--- config.mk ---
export PLATFORM = sky130hd
export DESIGN_NAME = scsr_bridge
export DESIGN_NICKNAME = d
export VERILOG_FILES = /design/src/inc/scsr_pkg.sv /design/src/rtl/scsr_bridge.sv /design/src/rtl/scsr_lane_merge.sv
export VERILOG_INCLUDE_DIRS = /design/src /design/src/inc
export SDC_FILE = /design/constraint.sdc
export NUM_CORES = 1
export LEC_CHECK = 0
export ABC_AREA = 1
export BUFFER_PORTS_ARGS = -buffer_cell sky130_fd_sc_hd__buf_2
export CORE_MARGIN = 5
export CORE_UTILIZATION = 30
export CTS_BUF_LIST = sky130_fd_sc_hd__clkbuf_4 sky130_fd_sc_hd__clkbuf_8 sky130_fd_sc_hd__clkbuf_16
export DETAILED_ROUTE_END_ITERATION = 8
export PLACE_DENSITY_LB_ADDON = 0.05
export SKIP_CTS_REPAIR_TIMING = 1
export SLEW_MARGIN = 20
export SYNTH_ARGS = -nofsm -noshare
export SYNTH_HDL_FRONTEND = slang
export SYNTH_SLANG_ARGS = --single-unit
--- constraint.sdc ---
create_clock -name clk -period 8.04 [get_ports clk]
set_input_delay 0 -clock clk [delete_from_list [all_inputs] [get_ports clk]]
set_output_delay 0 -clock clk [all_outputs]
set_load 0.01 [all_outputs]
--- src/inc/scsr_regs.svh ---
// constants for the fabric indirect access bridge: offsets, field positions, resets
// assumes a 12-bit word-aligned host register port
`ifndef SCSR_REGS_SVH
`define SCSR_REGS_SVH

`define SCSR_HOST_AW 12
`define SCSR_DATA_OFS 12'h000
`define SCSR_CMD_OFS 12'h004
`define SCSR_WIN_SEL 3'h1
`define SCSR_WIN_FAB_BASE 16'h0000

`define SCSR_PEND_BIT 31
`define SCSR_RNW_BIT 30
`define SCSR_UP_BIT 21
`define SCSR_DOWN_BIT 20
`define SCSR_BE_HI 19
`define SCSR_BE_LO 16
`define SCSR_ADDR_HI 15
`define SCSR_ADDR_LO 0

`define SCSR_BE_ALL 4'hf
`define SCSR_CMD_RESET 32'h0000_0000
`define SCSR_DATA_RESET 32'h0000_0000

`endif

--- src/inc/scsr_pkg.sv ---
// types shared by the fabric indirect access bridge
// field layout matches the bit positions in scsr_regs.svh
package scsr_pkg;

   typedef struct packed {
      logic pending;
      logic readNotWrite;
      logic [7:0] reserved;
      logic stepUp;
      logic stepDown;
      logic [3:0] byteLaneEnables;
      logic [15:0] targetRegAddr;
   } scsr_cmd_t;

   typedef struct packed {
      logic writeEn;
      logic [3:0] byteLaneEnables;
      logic [15:0] addr;
      logic [31:0] wdata;
   } scsr_fab_req_t;

   typedef enum logic [1:0] {
      SCSR_IDLE = 2'b00,
      SCSR_FETCH_OLD = 2'b01,
      SCSR_WRITE = 2'b10,
      SCSR_READ = 2'b11
   } scsr_state_t;

endpackage : scsr_pkg

--- src/rtl/scsr_bridge.sv ---
// indirect access bridge from host system registers to fabric config/status registers
// assumes a single-cycle host register port and a fabric port that acks each request once
//
// Function
// the host loads the data register before a single write command.
// a command write with pending set, read_not_write clear and no stepping starts one write with its byte enables.
// pending clears when the fabric write has completed.
// with a stepping bit set for writes, each host data write launches one fabric write.
// after a stepped write completes the command address moves up or down by one.
// the host issues each further stepped write only after the previous one finished.
// a write to the direct window sets the mapped address, all byte enables, write direction and pending.
// the direct window covers only a subset of the fabric space; the rest needs the command register.
// a command write with pending and read_not_write set and no stepping starts one fabric read.
// pending clears only once the read value sits in the data register; host reads data after that.
// with a stepping bit set for reads, each completed fetch clears pending.
// in stepped read mode each host data read steps the address and launches the next fetch.
// the host should clear both stepping bits before reading the last word of a stepped read.
// the host keeps the read-after-write wait times at the marked points of the sequences.
// the host starts no new transfer while pending is still set.
// a write updates only the byte lanes whose enable is set.
`timescale 1ns/1ps
`default_nettype none
`include "scsr_regs.svh"

module scsr_bridge (
   input wire logic clk,
   input wire logic rst,
   input wire logic [`SCSR_HOST_AW-1:0] hostAddr,
   input wire logic hostWrite,
   input wire logic hostRead,
   input wire logic [31:0] hostWdata,
   output logic [31:0] hostRdata,
   output logic hostRdValid,
   output logic fabReq,
   output scsr_pkg::scsr_fab_req_t fabReqInfo,
   input wire logic fabAck,
   input wire logic [31:0] fabRdata
);
   import scsr_pkg::*;

   scsr_state_t state;
   scsr_state_t next_state;
   scsr_cmd_t cmd;
   scsr_cmd_t next_cmd;
   logic [31:0] dataReg;
   logic [31:0] next_dataReg;
   logic [31:0] next_hostRdata;
   logic next_hostRdValid;
   scsr_fab_req_t next_fabReqInfo;
   logic [31:0] mergedWord;
   logic hitData;
   logic hitCmd;
   logic hitWin;
   logic stepping;
   logic [15:0] steppedAddr;
   logic [15:0] winFabAddr;

   assign hitData = (hostAddr == `SCSR_DATA_OFS);
   assign hitCmd = (hostAddr == `SCSR_CMD_OFS);
   // window is 128 words; fabric registers beyond it stay reachable only by command
   assign hitWin = (hostAddr[`SCSR_HOST_AW-1:9] == `SCSR_WIN_SEL);
   assign winFabAddr = `SCSR_WIN_FAB_BASE + {9'h000, hostAddr[8:2]};
   assign stepping = cmd.stepUp | cmd.stepDown;
   // up wins when software sets both stepping bits
   assign steppedAddr = cmd.stepUp ? cmd.targetRegAddr + 16'h0001 : cmd.targetRegAddr - 16'h0001;

   // old word comes straight from the fabric answer of the fetch phase
   scsr_lane_merge #(
      .LANES(4)
   ) u_merge (
      .oldWord(fabRdata),
      .newWord(dataReg),
      .laneEn(cmd.byteLaneEnables),
      .merged(mergedWord)
   );

   // request stays up until the fabric acks
   assign fabReq = (state != SCSR_IDLE);

   always_comb begin
      next_state = state;
      next_cmd = cmd;
      next_dataReg = dataReg;
      next_hostRdata = hostRdata;
      next_hostRdValid = 1'b0;
      next_fabReqInfo = fabReqInfo;

      case (state)
         SCSR_IDLE: begin
            if (cmd.pending) begin
               next_fabReqInfo.addr = cmd.targetRegAddr;
               next_fabReqInfo.byteLaneEnables = cmd.byteLaneEnables;
               if (cmd.readNotWrite) begin
                  next_fabReqInfo.writeEn = 1'b0;
                  next_state = SCSR_READ;
               end else if (cmd.byteLaneEnables == `SCSR_BE_ALL) begin
                  next_fabReqInfo.writeEn = 1'b1;
                  next_fabReqInfo.wdata = dataReg;
                  next_state = SCSR_WRITE;
               end else begin
                  // partial lanes: fetch the old word first so untouched lanes survive
                  next_fabReqInfo.writeEn = 1'b0;
                  next_state = SCSR_FETCH_OLD;
               end
            end
         end
         SCSR_FETCH_OLD: begin
            if (fabAck) begin
               next_fabReqInfo.writeEn = 1'b1;
               next_fabReqInfo.wdata = mergedWord;
               next_state = SCSR_WRITE;
            end
         end
         SCSR_WRITE: begin
            if (fabAck) begin
               next_cmd.pending = 1'b0;
               if (stepping) begin
                  next_cmd.targetRegAddr = steppedAddr;
               end
               next_fabReqInfo.writeEn = 1'b0;
               next_state = SCSR_IDLE;
            end
         end
         SCSR_READ: begin
            if (fabAck) begin
               next_dataReg = fabRdata;
               next_cmd.pending = 1'b0;
               next_state = SCSR_IDLE;
            end
         end
         default: begin
            next_state = SCSR_IDLE;
         end
      endcase

      // host accesses; while pending is set, all command, data and window writes are dropped
      if (hostWrite) begin
         if (hitCmd && !cmd.pending) begin
            next_cmd.pending = hostWdata[`SCSR_PEND_BIT];
            next_cmd.readNotWrite = hostWdata[`SCSR_RNW_BIT];
            next_cmd.reserved = 8'h00;
            next_cmd.stepUp = hostWdata[`SCSR_UP_BIT];
            next_cmd.stepDown = hostWdata[`SCSR_DOWN_BIT];
            next_cmd.byteLaneEnables = hostWdata[`SCSR_BE_HI:`SCSR_BE_LO];
            next_cmd.targetRegAddr = hostWdata[`SCSR_ADDR_HI:`SCSR_ADDR_LO];
         end else if (hitData && !cmd.pending) begin
            next_dataReg = hostWdata;
            if (stepping && !cmd.readNotWrite) begin
               next_cmd.pending = 1'b1;
            end
         end else if (hitWin && !cmd.pending) begin
            next_dataReg = hostWdata;
            next_cmd.targetRegAddr = winFabAddr;
            next_cmd.byteLaneEnables = `SCSR_BE_ALL;
            next_cmd.readNotWrite = 1'b0;
            next_cmd.pending = 1'b1;
         end
      end

      if (hostRead) begin
         next_hostRdValid = 1'b1;
         if (hitData) begin
            next_hostRdata = dataReg;
            if (!cmd.pending && cmd.readNotWrite && stepping) begin
               next_cmd.targetRegAddr = steppedAddr;
               next_cmd.pending = 1'b1;
            end
         end else if (hitCmd) begin
            next_hostRdata = cmd;
         end else begin
            // unmapped and write-only window addresses read as zero
            next_hostRdata = 32'h0000_0000;
         end
      end
   end

   always_ff @(posedge clk or posedge rst) begin
      if (rst) begin
         state <= SCSR_IDLE;
         cmd <= `SCSR_CMD_RESET;
         dataReg <= `SCSR_DATA_RESET;
         hostRdata <= 32'h0000_0000;
         hostRdValid <= 1'b0;
         fabReqInfo <= '0;
      end else begin
         state <= next_state;
         cmd <= next_cmd;
         dataReg <= next_dataReg;
         hostRdata <= next_hostRdata;
         hostRdValid <= next_hostRdValid;
         fabReqInfo <= next_fabReqInfo;
      end
   end

endmodule : scsr_bridge

`default_nettype wire

--- src/rtl/scsr_lane_merge.sv ---
// byte-lane merge: takes new bytes where the enable is set, old bytes elsewhere
// purely combinational
`timescale 1ns/1ps
`default_nettype none

module scsr_lane_merge #(
   parameter int LANES = 4
) (
   input wire logic [LANES*8-1:0] oldWord,
   input wire logic [LANES*8-1:0] newWord,
   input wire logic [LANES-1:0] laneEn,
   output logic [LANES*8-1:0] merged
);

   genvar i;
   generate
      for (i = 0; i < LANES; i = i + 1) begin : g_lane
         assign merged[i*8 +: 8] = laneEn[i] ? newWord[i*8 +: 8] : oldWord[i*8 +: 8];
      end
   endgenerate

endmodule : scsr_lane_merge

`default_nettype wire
==> metrics <==
status complete, but fails checks; failing checks hold timing; total CTS buffers 17; CTS clk-pin slew, worst paths 70 ps; most used routing layer met2; die area 29670 µm²; RSZ-0062 raised after global routing no; Initial Util 30.39%; Synth area leader dfrtp_1; CTS tree yes; Area growth syn-to-layout 26.49%; register area share after synthesis 45.63%; core area 25980 µm²; startpoint class of the critical path register; Die Height 172.3 µm; ys flop type dfrtp_1; GPL Wtd Cong 0.8016; Slew Limit Fails 0; R2R depth 7; Hold WS -17.65 ps; DR vias/cell 4.601; skew final 15.26 ps; Multi-input gate area 3456 µm²; Comb power frac 38.4%; Initial DRC Count 447; synth top area cells dfrtp_1, nand2_1, o21ai_0; pwr/cell area 307.0 nW/µm²; syn_nets 1156; Power Internal 1.839 mW; Hold Fails Final Rpt 13; vias in the first global route 7198; met1 usage in global routing 24.54%; register area 3603 µm²; grt total ovfl 0; TritonRoute pass-1 iters 4; Switch Pwr 1.228 mW; io pins 168; Worst VDD drop 0.1194 mV; CTS sink cnt 144; DR WL/cell 16.87 µm; Mapped Cells 1055; antenna viol nets, final 0; beginning of the worst hold path fabRdata[26]; clock network power share 26.7%; H-tree depth 4; Reg2Reg Launch Point state[1]$_DFFE_PP0P_; Hold Path Depth 5; CP Capture Type register; Post-Layout Cell Count 1590; post-synthesis async set-or-reset flop share 100.0%; total number of vias 7316; first-pass GRT wire length 41520 µm; placed cell count 1523; input/output buffers 167; largest net degree at the start of global routing 82; YS warnings 0; GRT Total Usage 18.12%; Setup CP Type register to register; r2r endpoint fabReqInfo[29]$_DFFE_PP0P_; worst slew pin tran 890.9 ps; final WL 26830 µm; Final period util 30.62%; CP Data Required Time 8370 ps; worst hold-check path type primary input to register; final setup vio count 0; Fill cells 2805; initial antenna violation count 0; Max Cap Viol 0; share of layout cells above drive strength 1 18.96%; Clk Latency, worst-skew pair 430 ps; Max transition margin 40.28%; Leakage 5.310 nW; Reg power frac 34.9%; arrival time worst endpoint 2800 ps; Nets 1343; worst hold path endpoint dataReg[26]$_DFF_PP0_; Util after Layout 38.44%; met3 GRT Util 2.675%; row count 59; DRC Markers 0; ant diodes 0; min cycle time layout 2462 ps; Die Wd 172.3 µm; FMAX 406.3 MHz; Longest Clk Path Bufs 2; post-synthesis cell type count 39; switch share 40.05%; top cell type's share of synthesized area 45.63%; hpwl dp 19340 µm; crit path max fanout 48; Synth Area per Inst 7.486 µm²; met2 Usage GRT 31.05%; cell chosen for the clock root clkbuf_16; synthesized area 7898 µm²; Seq cells post-synth 144; R2R setup slack 5580 ps; Post-synth EDFFs 0; Sum Neg Setup Slack 0 ps
-- worst max-delay path, stage by stage, from the launching register on --
cell and delay [ps]:
dfrtp_1 400, inv_1 120, ha_1 350, inv_1 140, a211oi_4 610, buf_4 510
nand2_1 110, o21ai_0 100
-- cells in the mapped netlist (all sizes together) (2+ instances only) --
| cell | instances |
|---|---|
| mux2 | 13 |
| buf | 20 |
| dfrtp | 144 |
| nand4 | 9 |
| o22ai | 32 |
| nand3 | 25 |
| inv | 177 |
| nand3b | 2 |
| a22oi | 4 |
| nor4 | 2 |
| clkbuf | 22 |
| nand2 | 260 |
| xnor2 | 3 |
| ha | 19 |
| a21oi | 48 |
| a31oi | 9 |
| o21ai | 143 |
| and3 | 2 |
| xor2 | 6 |
| o211ai | 3 |
| nor2 | 104 |
-- cells in the final DEF (no fill, tap or decap), drive strengths merged --
master,count
nor2,104
nand3,25
o21bai,1
a22oi,4
o21ai,143
ha,19
clkinv,3
and3,2
nand4,9
a211oi,1
xnor2,3
mux2,13
fa,1
a31oi,9
a221oi,1
bufinv,2
a21oi,48
inv,182
buf,175
dfrtp,144
o211ai,3
nor4,2
a21boi,1
dlygate4sd3,35
o22ai,32
nand2,260
nand3b,2
clkinvlp,4
nor3,1
xor2,6
o31ai,1
clkbuf,19
-- registers in the layout, indices dropped and copies added, names as in the netlist --
| name | flops |
|---|---|
| fabReqInfo | 53 |
| dataReg | 32 |
| hostRdata | 32 |
| state | 2 |
| hostRdValid | 1 |
| cmd | 24 |
-- power by group through the flow --
stage / clock [mW] / sequential (mW) / combinational (mW)
2_1_floorplan: 0 / 1.09 / 0.794
3_3_place_gp: 0 / 1.09 / 1.18
3_5_place_dp: 0 / 1.09 / 1.18
4_1_cts: 0.842 / 1.08 / 1.18
5_1_grt: 0.872 / 1.10 / 1.37
6_report: 0.819 / 1.07 / 1.18
-- layer usage --
layer  part of all wire, %  up-vias
li1                      -     3744
met1                    47     3409
met2                    49      143
met3                   3.6       20
met4                  0.95        0
met5                     0        -
-- metrics by stage --
| step | power, mW | setup WS [ps] | hold slack (ps) | area [µm²] |
|---|---|---|---|---|
| 6_report | 3.067 | 5578 | -17.65 | 9990 |
| 5_1_grt | 3.341 | 5295 | 2.127 | 9990 |
| 4_1_cts | 3.101 | 5556 | -237.7 | 9634 |
| 3_5_place_dp | 2.265 | 5552 | 223.3 | 9042 |
| 3_3_place_gp | 2.266 | 5597 | 223.6 | 9042 |
| 2_1_floorplan | 1.883 | 4174 | 31.43 | 7898 |
-- area by class of cell --
class | instances | share of cell area (%)
timing repair buffer | 210 | 12.47
tap | 335 | 4.196
sequential | 144 | 36.07
multi-input combinational | 691 | 34.59
inverter | 178 | 6.738
clock buffer | 19 | 4.409
clock inverter | 13 | 1.516
-- logic make-up (layout without fill, tap and decap cells) --
| family | after synthesis | count (layout) | synth area share, % |
|---|---|---|---|
| buf+inv | 220 | 420 | 10.80 |
| xor+xnor | 9 | 9 | 0.9982 |
| simple gates | 405 | 405 | 20.74 |
| mux | 13 | 13 | 1.854 |
| compound gates | 244 | 244 | 16.71 |
| fa+ha+maj | 20 | 20 | 3.264 |
| flops | 144 | 144 | 45.63 |
-- worst max-delay path by stage --
| stage | startpoint | endpoint | slack, ps |
|---|---|---|---|
| after floorplan | rst | cmd[0]$_DFF_PP0_ | 4170 |
| after global placement | state[1]$_DFFE_PP0P_ | fabReqInfo[31]$_DFFE_PP0P_ | 5600 |
| after detailed placement | state[1]$_DFFE_PP0P_ | fabReqInfo[31]$_DFFE_PP0P_ | 5550 |
| after CTS | state[1]$_DFFE_PP0P_ | fabReqInfo[31]$_DFFE_PP0P_ | 5560 |
| after global routing | state[1]$_DFFE_PP0P_ | fabReqInfo[29]$_DFFE_PP0P_ | 5300 |
| final | state[1]$_DFFE_PP0P_ | fabReqInfo[29]$_DFFE_PP0P_ | 5580 |
(Power assumes the default switching activity.)
